**src/phy_irq_pkg.sv**
```systemverilog
/*
 * Constants for the interrupt cause status and auxiliary control/status
 * registers: register numbers, bit positions, field codes, reset values.
 * Assumes a 5-bit management register number and 16-bit register data.
 */
package phy_irq_pkg;

    // register numbers in the main management space
    localparam logic [4:0] CAUSE_STATUS_ADDR = 5'h1a;
    localparam logic [4:0] AUX_CTRL_STATUS_ADDR = 5'h1c;

    // interrupt cause status bit positions
    localparam int SUMMARY_BIT = 15;
    localparam int SPEED_CHG_BIT = 14;
    localparam int LINK_CHG_BIT = 13;
    localparam int DUPLEX_CHG_BIT = 12;
    localparam int AN_ERROR_BIT = 11;
    localparam int AN_DONE_BIT = 10;
    localparam int PD_DETECT_BIT = 9;
    localparam int SYMBOL_ERR_BIT = 8;
    localparam int FAST_LINK_FAIL_BIT = 7;
    localparam int CAUSE_RSVD_BIT = 6;
    localparam int EXTENDED_BIT = 5;
    localparam int MEDIA_CHG_BIT = 4;
    localparam int FALSE_CARRIER_BIT = 3;
    localparam int DOWNSHIFT_BIT = 2;
    localparam int MS_RES_ERR_BIT = 1;
    localparam int RX_ERROR_BIT = 0;
    localparam int CAUSE_COUNT = 15;

    // auxiliary control/status bit positions
    localparam int AUX_AN_DONE_BIT = 15;
    localparam int AUX_AN_OFF_BIT = 14;
    localparam int AUX_CROSSOVER_BIT = 13;
    localparam int AUX_CD_SWAP_BIT = 12;
    localparam int AUX_POL_LSB = 8;
    localparam int AUX_TIMEOUT_HI_BIT = 7;
    localparam int AUX_PS_ENABLE_BIT = 6;
    localparam int AUX_DUPLEX_BIT = 5;
    localparam int AUX_SPEED_LSB = 3;
    localparam int AUX_TIMEOUT_LO_BIT = 2;
    localparam int AUX_MEDIA_LSB = 0;

    // speed and media codes as reported in the auxiliary register
    localparam logic [1:0] SPEED_10 = 2'h0;
    localparam logic [1:0] SPEED_100 = 2'h1;
    localparam logic [1:0] SPEED_1000 = 2'h2;
    localparam logic [1:0] MEDIA_NONE = 2'h0;
    localparam logic [1:0] MEDIA_COPPER = 2'h1;
    localparam logic [1:0] MEDIA_SERIAL_FIBER = 2'h2;

    // reset values
    localparam logic [15:0] CAUSE_STATUS_RESET = 16'h0000;
    localparam logic [1:0] TIMEOUT_RESET = 2'h1;
    localparam logic PS_ENABLE_RESET = 1'b0;
    localparam logic [15:0] RDATA_RESET = 16'h0000;

endpackage : phy_irq_pkg

```
**src/cause_if.sv**
```systemverilog
/*
 * Carrier between the register front end and the cause latch.
 * Assumes both ends run on the same core clock.
 */
`timescale 1ns/1ns
interface cause_if;
    logic [14:0] raw_event;   // one-cycle event pulses, bit per cause
    logic an_enable;          // autonegotiation enabled
    logic advert_all;         // advertisement bits 8:5 all set
    logic carrier_ext;        // rx error used for carrier extension
    logic clear_on_read;      // status register read this cycle
    logic soft_reset;
    logic [15:0] status;      // summary in 15, causes in 14:0

    modport latch (
        input raw_event,
        input an_enable,
        input advert_all,
        input carrier_ext,
        input clear_on_read,
        input soft_reset,
        output status
    );
    modport ctrl (
        output raw_event,
        output an_enable,
        output advert_all,
        output carrier_ext,
        output clear_on_read,
        output soft_reset,
        input status
    );
endinterface : cause_if

```
**src/cause_latch.sv**
```systemverilog
/*
 * Sticky latch of the interrupt causes with clear-on-read and summary.
 * Assumes event pulses are on the core clock; read clear is one cycle.
 */
`timescale 1ns/1ns
module cause_latch (
    input wire logic clk,
    input wire logic reset_n,
    cause_if.latch cif
);
    logic [14:0] pend_r;
    logic [14:0] pend_nxt;
    logic [14:0] gated;

    // qualify events, then clear on read with set winning
    always_comb begin
        gated = cif.raw_event;
        if (!cif.an_enable) begin
            gated[phy_irq_pkg::SPEED_CHG_BIT] = 1'b0;
            gated[phy_irq_pkg::DUPLEX_CHG_BIT] = 1'b0;
        end
        if (!cif.advert_all) begin
            gated[phy_irq_pkg::DOWNSHIFT_BIT] = 1'b0;
        end
        if (cif.carrier_ext) begin
            gated[phy_irq_pkg::RX_ERROR_BIT] = 1'b0;
        end
        gated[phy_irq_pkg::CAUSE_RSVD_BIT] = 1'b0;
        pend_nxt = pend_r;
        if (cif.clear_on_read || cif.soft_reset) begin
            pend_nxt = '0;
        end
        // latching does not depend on any mask or pin enable
        pend_nxt = pend_nxt | gated;
    end

    always_ff @(posedge clk) begin
        if (!reset_n) begin
            pend_r <= phy_irq_pkg::CAUSE_STATUS_RESET[14:0];
        end else begin
            pend_r <= pend_nxt;
        end
    end

    // summary flag follows any pending cause
    assign cif.status = {|pend_r, pend_r};

endmodule : cause_latch

```
**src/phy_interrupt_aux_status.sv**
```systemverilog
/*
 * Interrupt cause status register and auxiliary control/status register
 * of one PHY port, with the management interrupt pin.
 * Assumes all inputs come from logic on the core clock, so none is
 * synchronised; registers are reached by number over a plain port.
 */
// Local design decision: the address-and-strobe port.
`timescale 1ns/1ns
// What this block does
// - reading the cause status register clears every set cause bit, except one with a new event in the read cycle
// - bit 15 summarises pending causes; causes readable in bits 14:0
// - speed and duplex change causes only latch with autonegotiation on
// - downshift cause only latches when advertisement bits 8:5 all set
// - rx error cause suppressed while rx error marks carrier extension
// - upper causes: speed, link, duplex, an error, an complete
// - lower causes in bits 9:0; bit 6 reserved and reads zero
// - causes latch regardless of interrupt pin use; host may poll
// - aux bit 15: an complete when an enabled, else link status
// - aux bit 14: an disabled, or media sensing with 100 fiber mode
// - aux bit 13 shows an internal crossover was performed
// - aux bit 12 shows C and D pairs swapped
// - aux bits 11:8 show polarity inversion on pairs A to D
// - sticky two-bit power-save time-out in bits 7 and 2, reset 01
// - aux bit 5 duplex, bits 4:3 speed code
// - aux bits 1:0 report active media
// - interrupt pin follows summary bit while pin enable is set
module phy_interrupt_aux_status (
    input wire logic clk,
    input wire logic reset_n,
    input wire logic [4:0] reg_addr,
    input wire logic [15:0] reg_wdata,
    input wire logic reg_wr,
    input wire logic reg_rd,
    output logic [15:0] reg_rdata,
    input wire logic soft_reset,
    input wire logic an_enable,
    input wire logic an_complete,
    input wire logic link_up,
    input wire logic [3:0] advert_8_5,
    input wire logic carrier_ext,
    input wire logic irq_pin_enable,
    input wire logic auto_media_sense,
    input wire logic fx_100_mode,
    input wire logic auto_crossover,
    input wire logic cd_pair_swap,
    input wire logic [3:0] pair_polarity,
    input wire logic duplex_state,
    input wire logic [1:0] speed_state,
    input wire logic [1:0] media_state,
    input wire logic [14:0] cause_event,
    output logic mgmt_interrupt_pin,
    output logic power_save_link_enable,
    output logic [1:0] power_save_link_timeout
);
    cause_if cif ();

    logic status_rd;
    logic aux_rd;
    logic aux_wr;
    logic [15:0] aux_value;
    logic [15:0] rdata_r;
    logic [15:0] rdata_nxt;
    logic pin_r;
    logic pin_nxt;
    logic [1:0] timeout_r;
    logic [1:0] timeout_nxt;
    logic ps_enable_r;
    logic ps_enable_nxt;

    cause_latch u_cause_latch (
        .clk(clk),
        .reset_n(reset_n),
        .cif(cif.latch)
    );

    // address decode
    always_comb begin
        status_rd = 1'b0;
        aux_rd = 1'b0;
        aux_wr = 1'b0;
        if (reg_addr == phy_irq_pkg::CAUSE_STATUS_ADDR) begin
            status_rd = reg_rd;
        end else if (reg_addr == phy_irq_pkg::AUX_CTRL_STATUS_ADDR) begin
            aux_rd = reg_rd;
            aux_wr = reg_wr;
        end
    end

    // cause latch inputs; the status register has no writable bits
    assign cif.raw_event = cause_event;
    assign cif.an_enable = an_enable;
    assign cif.advert_all = &advert_8_5;
    assign cif.carrier_ext = carrier_ext;
    assign cif.clear_on_read = status_rd;
    assign cif.soft_reset = soft_reset;

    // auxiliary register image: live status plus sticky settings
    always_comb begin
        aux_value = 16'h0000;
        aux_value[phy_irq_pkg::AUX_AN_DONE_BIT] =
            an_enable ? an_complete : link_up;
        aux_value[phy_irq_pkg::AUX_AN_OFF_BIT] =
            !an_enable || (auto_media_sense && fx_100_mode);
        aux_value[phy_irq_pkg::AUX_CROSSOVER_BIT] = auto_crossover;
        aux_value[phy_irq_pkg::AUX_CD_SWAP_BIT] = cd_pair_swap;
        aux_value[phy_irq_pkg::AUX_POL_LSB +: 4] =
            {pair_polarity[0], pair_polarity[1],
             pair_polarity[2], pair_polarity[3]};
        aux_value[phy_irq_pkg::AUX_TIMEOUT_HI_BIT] = timeout_r[1];
        aux_value[phy_irq_pkg::AUX_PS_ENABLE_BIT] = ps_enable_r;
        aux_value[phy_irq_pkg::AUX_DUPLEX_BIT] = duplex_state;
        aux_value[phy_irq_pkg::AUX_SPEED_LSB +: 2] = speed_state;
        aux_value[phy_irq_pkg::AUX_TIMEOUT_LO_BIT] = timeout_r[0];
        aux_value[phy_irq_pkg::AUX_MEDIA_LSB +: 2] = media_state;
    end

    // read data: captured at the strobe, shown only the cycle after
    always_comb begin
        rdata_nxt = 16'h0000;  // unmapped numbers read as zero
        if (status_rd) begin
            rdata_nxt = cif.status;
        end else if (aux_rd) begin
            rdata_nxt = aux_value;
        end
    end

    // sticky settings: only the hard reset restores them
    always_comb begin
        timeout_nxt = timeout_r;
        ps_enable_nxt = ps_enable_r;
        if (aux_wr) begin
            timeout_nxt = {reg_wdata[phy_irq_pkg::AUX_TIMEOUT_HI_BIT],
                           reg_wdata[phy_irq_pkg::AUX_TIMEOUT_LO_BIT]};
            ps_enable_nxt = reg_wdata[phy_irq_pkg::AUX_PS_ENABLE_BIT];
        end
    end

    // pin gate; clearing the enable only blocks the pin, not the latch
    always_comb begin
        pin_nxt = irq_pin_enable && cif.status[phy_irq_pkg::SUMMARY_BIT];
    end

    always_ff @(posedge clk) begin
        if (!reset_n) begin
            rdata_r <= phy_irq_pkg::RDATA_RESET;
            pin_r <= 1'b0;
            timeout_r <= phy_irq_pkg::TIMEOUT_RESET;
            ps_enable_r <= phy_irq_pkg::PS_ENABLE_RESET;
        end else begin
            rdata_r <= rdata_nxt;
            pin_r <= pin_nxt;
            timeout_r <= timeout_nxt;
            ps_enable_r <= ps_enable_nxt;
        end
    end

    assign reg_rdata = rdata_r;
    assign mgmt_interrupt_pin = pin_r;
    assign power_save_link_enable = ps_enable_r;
    assign power_save_link_timeout = timeout_r;
endmodule : phy_interrupt_aux_status

```
**config.mk**
```make
export PLATFORM = sky130hd
export DESIGN_NAME = phy_interrupt_aux_status
export DESIGN_NICKNAME = d
export VERILOG_FILES = /design/src/phy_irq_pkg.sv /design/src/cause_if.sv /design/src/cause_latch.sv /design/src/phy_interrupt_aux_status.sv
export SDC_FILE = /design/constraint.sdc
export NUM_CORES = 1
export LEC_CHECK = 0
export ABC_AREA = 1
export BUFFER_PORTS_ARGS = -buffer_cell sky130_fd_sc_hd__buf_2
export CAP_MARGIN = 20
export CELL_PAD_IN_SITES_DETAIL_PLACEMENT = 1
export CELL_PAD_IN_SITES_GLOBAL_PLACEMENT = 1
export CORE_ASPECT_RATIO = 1.1
export CORE_MARGIN = 4
export CORE_UTILIZATION = 29
export DETAILED_ROUTE_END_ITERATION = 8
export PLACE_DENSITY_LB_ADDON = 0.1
export RECOVER_POWER = 50
export SLEW_MARGIN = 20
export SYNTH_ARGS = -nofsm -noshare
export SYNTH_HDL_FRONTEND = slang
export SYNTH_SLANG_ARGS = --single-unit
```
**constraint.sdc**
```tcl
create_clock -name clk -period 1.35 [get_ports clk]
set_input_delay 0.135 -clock clk [delete_from_list [all_inputs] [get_ports clk]]
set_output_delay 0.135 -clock clk [all_outputs]
set_load 0.005 [all_outputs]
```
After elaboration in Yosys (flattened, before gate mapping)

Cells that the tools add are included.

Bitwise gates (word level): 1
Mux-type cells: 13
Equal/unequal tests: 2
Reduce and logical (&&, ||, !) cells: 7

Operator list:

| operator                                    | count |
|---|---|
| 16-bit 2-to-1 mux                           | 2 |
| 15-bit 2-to-1 mux                           | 1 |
| 15-bit OR                                   | 1 |
| 15-bit OR reduction                         | 1 |
| 5-bit equality test (second input constant) | 2 |
| 1-bit 2-to-1 mux                            | 10 |
| 4-bit AND reduction                         | 1 |
| 1-bit logical AND                           | 2 |
| 1-bit logical OR                            | 2 |
| 1-bit zero test                             | 1 |

Bits in registers: 35
Output and inout port bits: 20
Input port bits: 63

Depth between registers and ports, before layout

Depth in word-level cells: 5
Mapped depth: 6
Depth with buffers taken out: 6

Modules after synthesis

A second synthesis with hierarchy kept.

Cells, all modules: 187
Area total of the unflattened synthesis: 1445.1 sq um

Modules (own cells, without submodules):

| module                   | area each (sq um) | cells each | times used |
|---|---|---|---|
| phy_interrupt_aux_status | 857.1             | 111        | 1 |
| cause_latch              | 588.1             | 76         | 1 |

Worst setup path after synthesis

OpenSTA, ideal clock, no wires.

Kind: register to register
Start point: register u_cause_latch.pend_r[14]
End point: register rdata_r[15], in the netlist reg_rdata[15]
Stages on the path, launching flop included: 6
Data arrival time: 0.842 ns
Period minus slack after synthesis: 0.955 ns
Slack: 0.395 ns
Path buffers: 0
Library setup time: 0.113 ns
Data required time: 1.237 ns
Cells stage by stage: dfxtp_1 -> or2_2 -> nor2_1 -> nand2_1 -> nand3b_1 -> nand2_1

Cells in the longest elaborated chain, start to end: 2

RTL lines:

| item                   | line                            | source |
|---|---|---|
| start, declared        | cause_latch.sv:11               | `logic [14:0] pend_r;` |
| start signal, assigned | cause_latch.sv:39               | `pend_r <= phy_irq_pkg::CAUSE_STATUS_RESET[14:0];` |
| start signal, assigned | cause_latch.sv:41               | `pend_r <= pend_nxt;` |
| 15-bit OR reduction    | cause_latch.sv:46               | `assign cif.status = {\|pend_r, pend_r};` |
| 16-bit 2-to-1 mux      | phy_interrupt_aux_status.sv:120 | `if (status_rd) begin` |
| end signal, assigned   | phy_interrupt_aux_status.sv:145 | `rdata_r <= phy_irq_pkg::RDATA_RESET;` |
| end signal, assigned   | phy_interrupt_aux_status.sv:150 | `rdata_r <= rdata_nxt;` |
| end, declared          | phy_interrupt_aux_status.sv:61  | `logic [15:0] rdata_r;` |

Every way passes these cells.
A chain may end at the register's enable or synchronous reset.

Worst setup path after layout

Ends and elaborated chain as after synthesis.

==> flow_metrics.py <==
metrics = {
    "run_status": {
        "status": "finished clean",
    },
    "timing": {
        "clock_skew_ps": 2.89,
        "tightestPinTransition_ps": 596,
        "final_max_slew_viol_count": 0,
        "fmax_mhz": 950,
        "period_minus_slack_ps": 1050,
        "fin_setup_tns_ps": 0,
        "slew_headroom_pct": 60.2,
        "grt_setup_unrepaired": "no",
        "period_share_pct": 78.0,
        "finalSetupViolCount": 0,
        "hold_viol": 0,
    },
    "placement": {
        "place_congestion": 0.708,
        "place_hpwl_um": 3150,
        "portBuffers": 68,
    },
    "clocking": {
        "cts_max_level": 2,
        "cts-root-buf": "clkbuf_8",
        "path_clk_slew_ps": 60,
        "cts_sinks": 34,
        "clk_latency_ps": 280,
        "post_cts_resized": 0,
        "cts_tree": "yes",
        "cts_inserted_buffers": 5,
        "hold_buffers": 0,
        "post_cts_buffers": 0,
        "clk_path_buf_depth": 2,
    },
    "detailed_routing": {
        "drtIter0Drc": 73,
        "m1WireLength_um": 1940,
        "vias": 1492,
        "vias_per_cell": 4.83,
        "drt-wirelength-per-cell_um": 13.2,
        "drc_errors": 0,
        "totalWireLength_um": 4070,
        "ant_nets": 0,
        "dr_wl_met2_um": 1770,
        "wl_met3_um": 294,
        "first_pass_iters": 4,
        "top_layer": "met4",
    },
    "layout": {
        "drive_gt1_share_pct": 32.8,
        "nets": 317,
        "syn2layout_area_growth_pct": 33.1,
        "final_cell_mix": "buf_2, nand3_1, dfxtp_1, a21oi_1",
        "n_fill_cell": 604,
        "antennaDiodeCount": 0,
        "layout_commonest_cell": "buf_2",
    },
    "worst_setup_path": {
        "cp.arrival_ps": 1230,
        "reg2reg_depth": 5,
        "cp_max_fo": 3,
        "rr_endpoint": "reg_rdata[15]$_SDFF_PN0_",
        "end_kind": "flop",
        "crit_required_ps": 1530,
        "timing.rr.start": "u_cause_latch.pend_r[14]$_SDFF_PN0_",
        "reg2reg_setup_slack_ps": 300,
        "start_kind": "flop",
        "path_class": "flop to flop",
        "critPathLaunch": "u_cause_latch.pend_r[14]$_SDFF_PN0_",
    },
    "hold_path": {
        "hold_class": "input pin to flop",
        "holdPathStages": 3,
        "worstHoldStart": "reg_wdata[2]",
        "hold-path-endpoint": "power_save_link_timeout[0]$_SDFFE_PN1P_",
    },
    "die": {
        "num_rows": 26,
        "top_level_ports": 83,
        "initial_core_util_pct": 30.2,
        "chipHeight_um": 81.5,
        "core_area_um2": 4720,
        "die_x_um": 74.8,
        "die_area_um2": 6100,
    },
    "synth": {
        "ys_ff_latch": 34,
        "yosys.area.top_type": "dfxtp_1",
        "synth_cells": 183,
        "synth_nets": 246,
        "syn_area_um2": 1430,
        "synth_seq_area_share_pct": 47.8,
        "avgSynthCellArea_um2": 7.79,
        "yosys-top-cells-area": "dfxtp_1, nand3_1, a21oi_1",
        "synth_top_area_share_pct": 47.8,
        "yosysWarnings": 0,
        "synth_cell_types": 19,
    },
    "global_routing": {
        "first_global_vias": 1384,
        "grt_max_degree": 24,
        "antenna_found_initial": 0,
        "grt_pass1_wl_um": 6560,
        "grt.total_usage_pct": 14.2,
        "grt-ovfl-total": 0,
    },
    "power": {
        "p_leak_nw": 0.910,
        "p_per_area_nw_per_um2": 1060,
        "ir_worst_vdd_v": 0.000410,
        "power_w": 0.00200,
    },
    "job": {
        "drv_cap": 0,
    },
}
-- Yosys cell counts --
cell,number
dfxtp_1,34
nand3_1,33
a21oi_1,28
inv_1,19
nand2_1,19
nand4_1,15
nor2_1,14
buf_2,4
buf_6,3
clkbuf_1,3
nand3b_1,2
nor2_4,2
buf_1,1
nand3_2,1
nand3b_2,1
nor2_2,1
nor3_1,1
o21ai_0,1
or2_2,1
-- report_power, final --
group | switching (W) | total [W] | internal [W]
clock network | 0.000339 | 0.000732 | 0.000393
registers | 0.0000208 | 0.00105 | 0.00103
logic | 0.000116 | 0.000215 | 0.0000993
total | 0.000476 | 0.00200 | 0.00153
-- cells by family (layout without fill, tap and decap cells) --
| family | count (synthesis) | in the layout | synth area share, % |
|---|---|---|---|
| AND/OR/NAND/NOR | 90 | 90 | 32.2 |
| flip-flops | 34 | 34 | 47.8 |
| AO/OA/AOI/OAI | 29 | 29 | 10.2 |
| buffers and inverters | 30 | 100 | 9.83 |
-- state kept, by name, indices dropped and copies added, names as in the netlist --
register                 count
reg_rdata                   16
u_cause_latch.pend_r        14
power_save_link_enable       1
power_save_link_timeout      2
mgmt_interrupt_pin           1
-- metrics by stage --
stage                     cell area, µm²  utilization [%]  hold WS (ps)  instances  setup slack, ps
final                               1900             40.2          50.7        309              298
after global routing                1900             40.2          79.1        309              192
after CTS                           1910             40.6          44.3        309              288
after detailed placement            1830             38.8           340        303              257
after global placement              1830             38.8           345        303              277
after floorplan                     1430                -           220        183              395
-- worst max-delay path: stages, from the launching register on --
cell and delay [ps]:
dfxtp_1 320, or2_2 290, nor2_1 100, nand2_1 100, nand3b_1 90, nand2_1 50
-- area by class of cell --
type / instances / area (µm²) / share of cell area [%]
Multi-Input combinational cell: 119 / 592 / 31.2
Inverter: 19 / 71.3 / 3.76
Timing Repair Buffer: 75 / 400 / 21.1
Clock buffer: 6 / 82.6 / 4.35
Tap cell: 56 / 70.1 / 3.69
Sequential cell: 34 / 681 / 35.9
-- how the worst max path moves through the flow --
stage / to / slack [ps]
2_1_floorplan: reg_rdata[15]$_SDFF_PN0_ / 390
3_3_place_gp: reg_rdata[15]$_SDFF_PN0_ / 280
3_5_place_dp: reg_rdata[15]$_SDFF_PN0_ / 260
4_1_cts: reg_rdata[15]$_SDFF_PN0_ / 290
5_1_grt: reg_rdata[15]$_SDFF_PN0_ / 190
6_report: reg_rdata[15]$_SDFF_PN0_ / 300
-- routing by layer --
layer,vias up,GRT usage [%]
met5,-,0
met4,0,4.27
met3,5,4.16
met2,46,21.7
met1,682,19.1
li1,759,-
(Power assumes the default switching activity.)
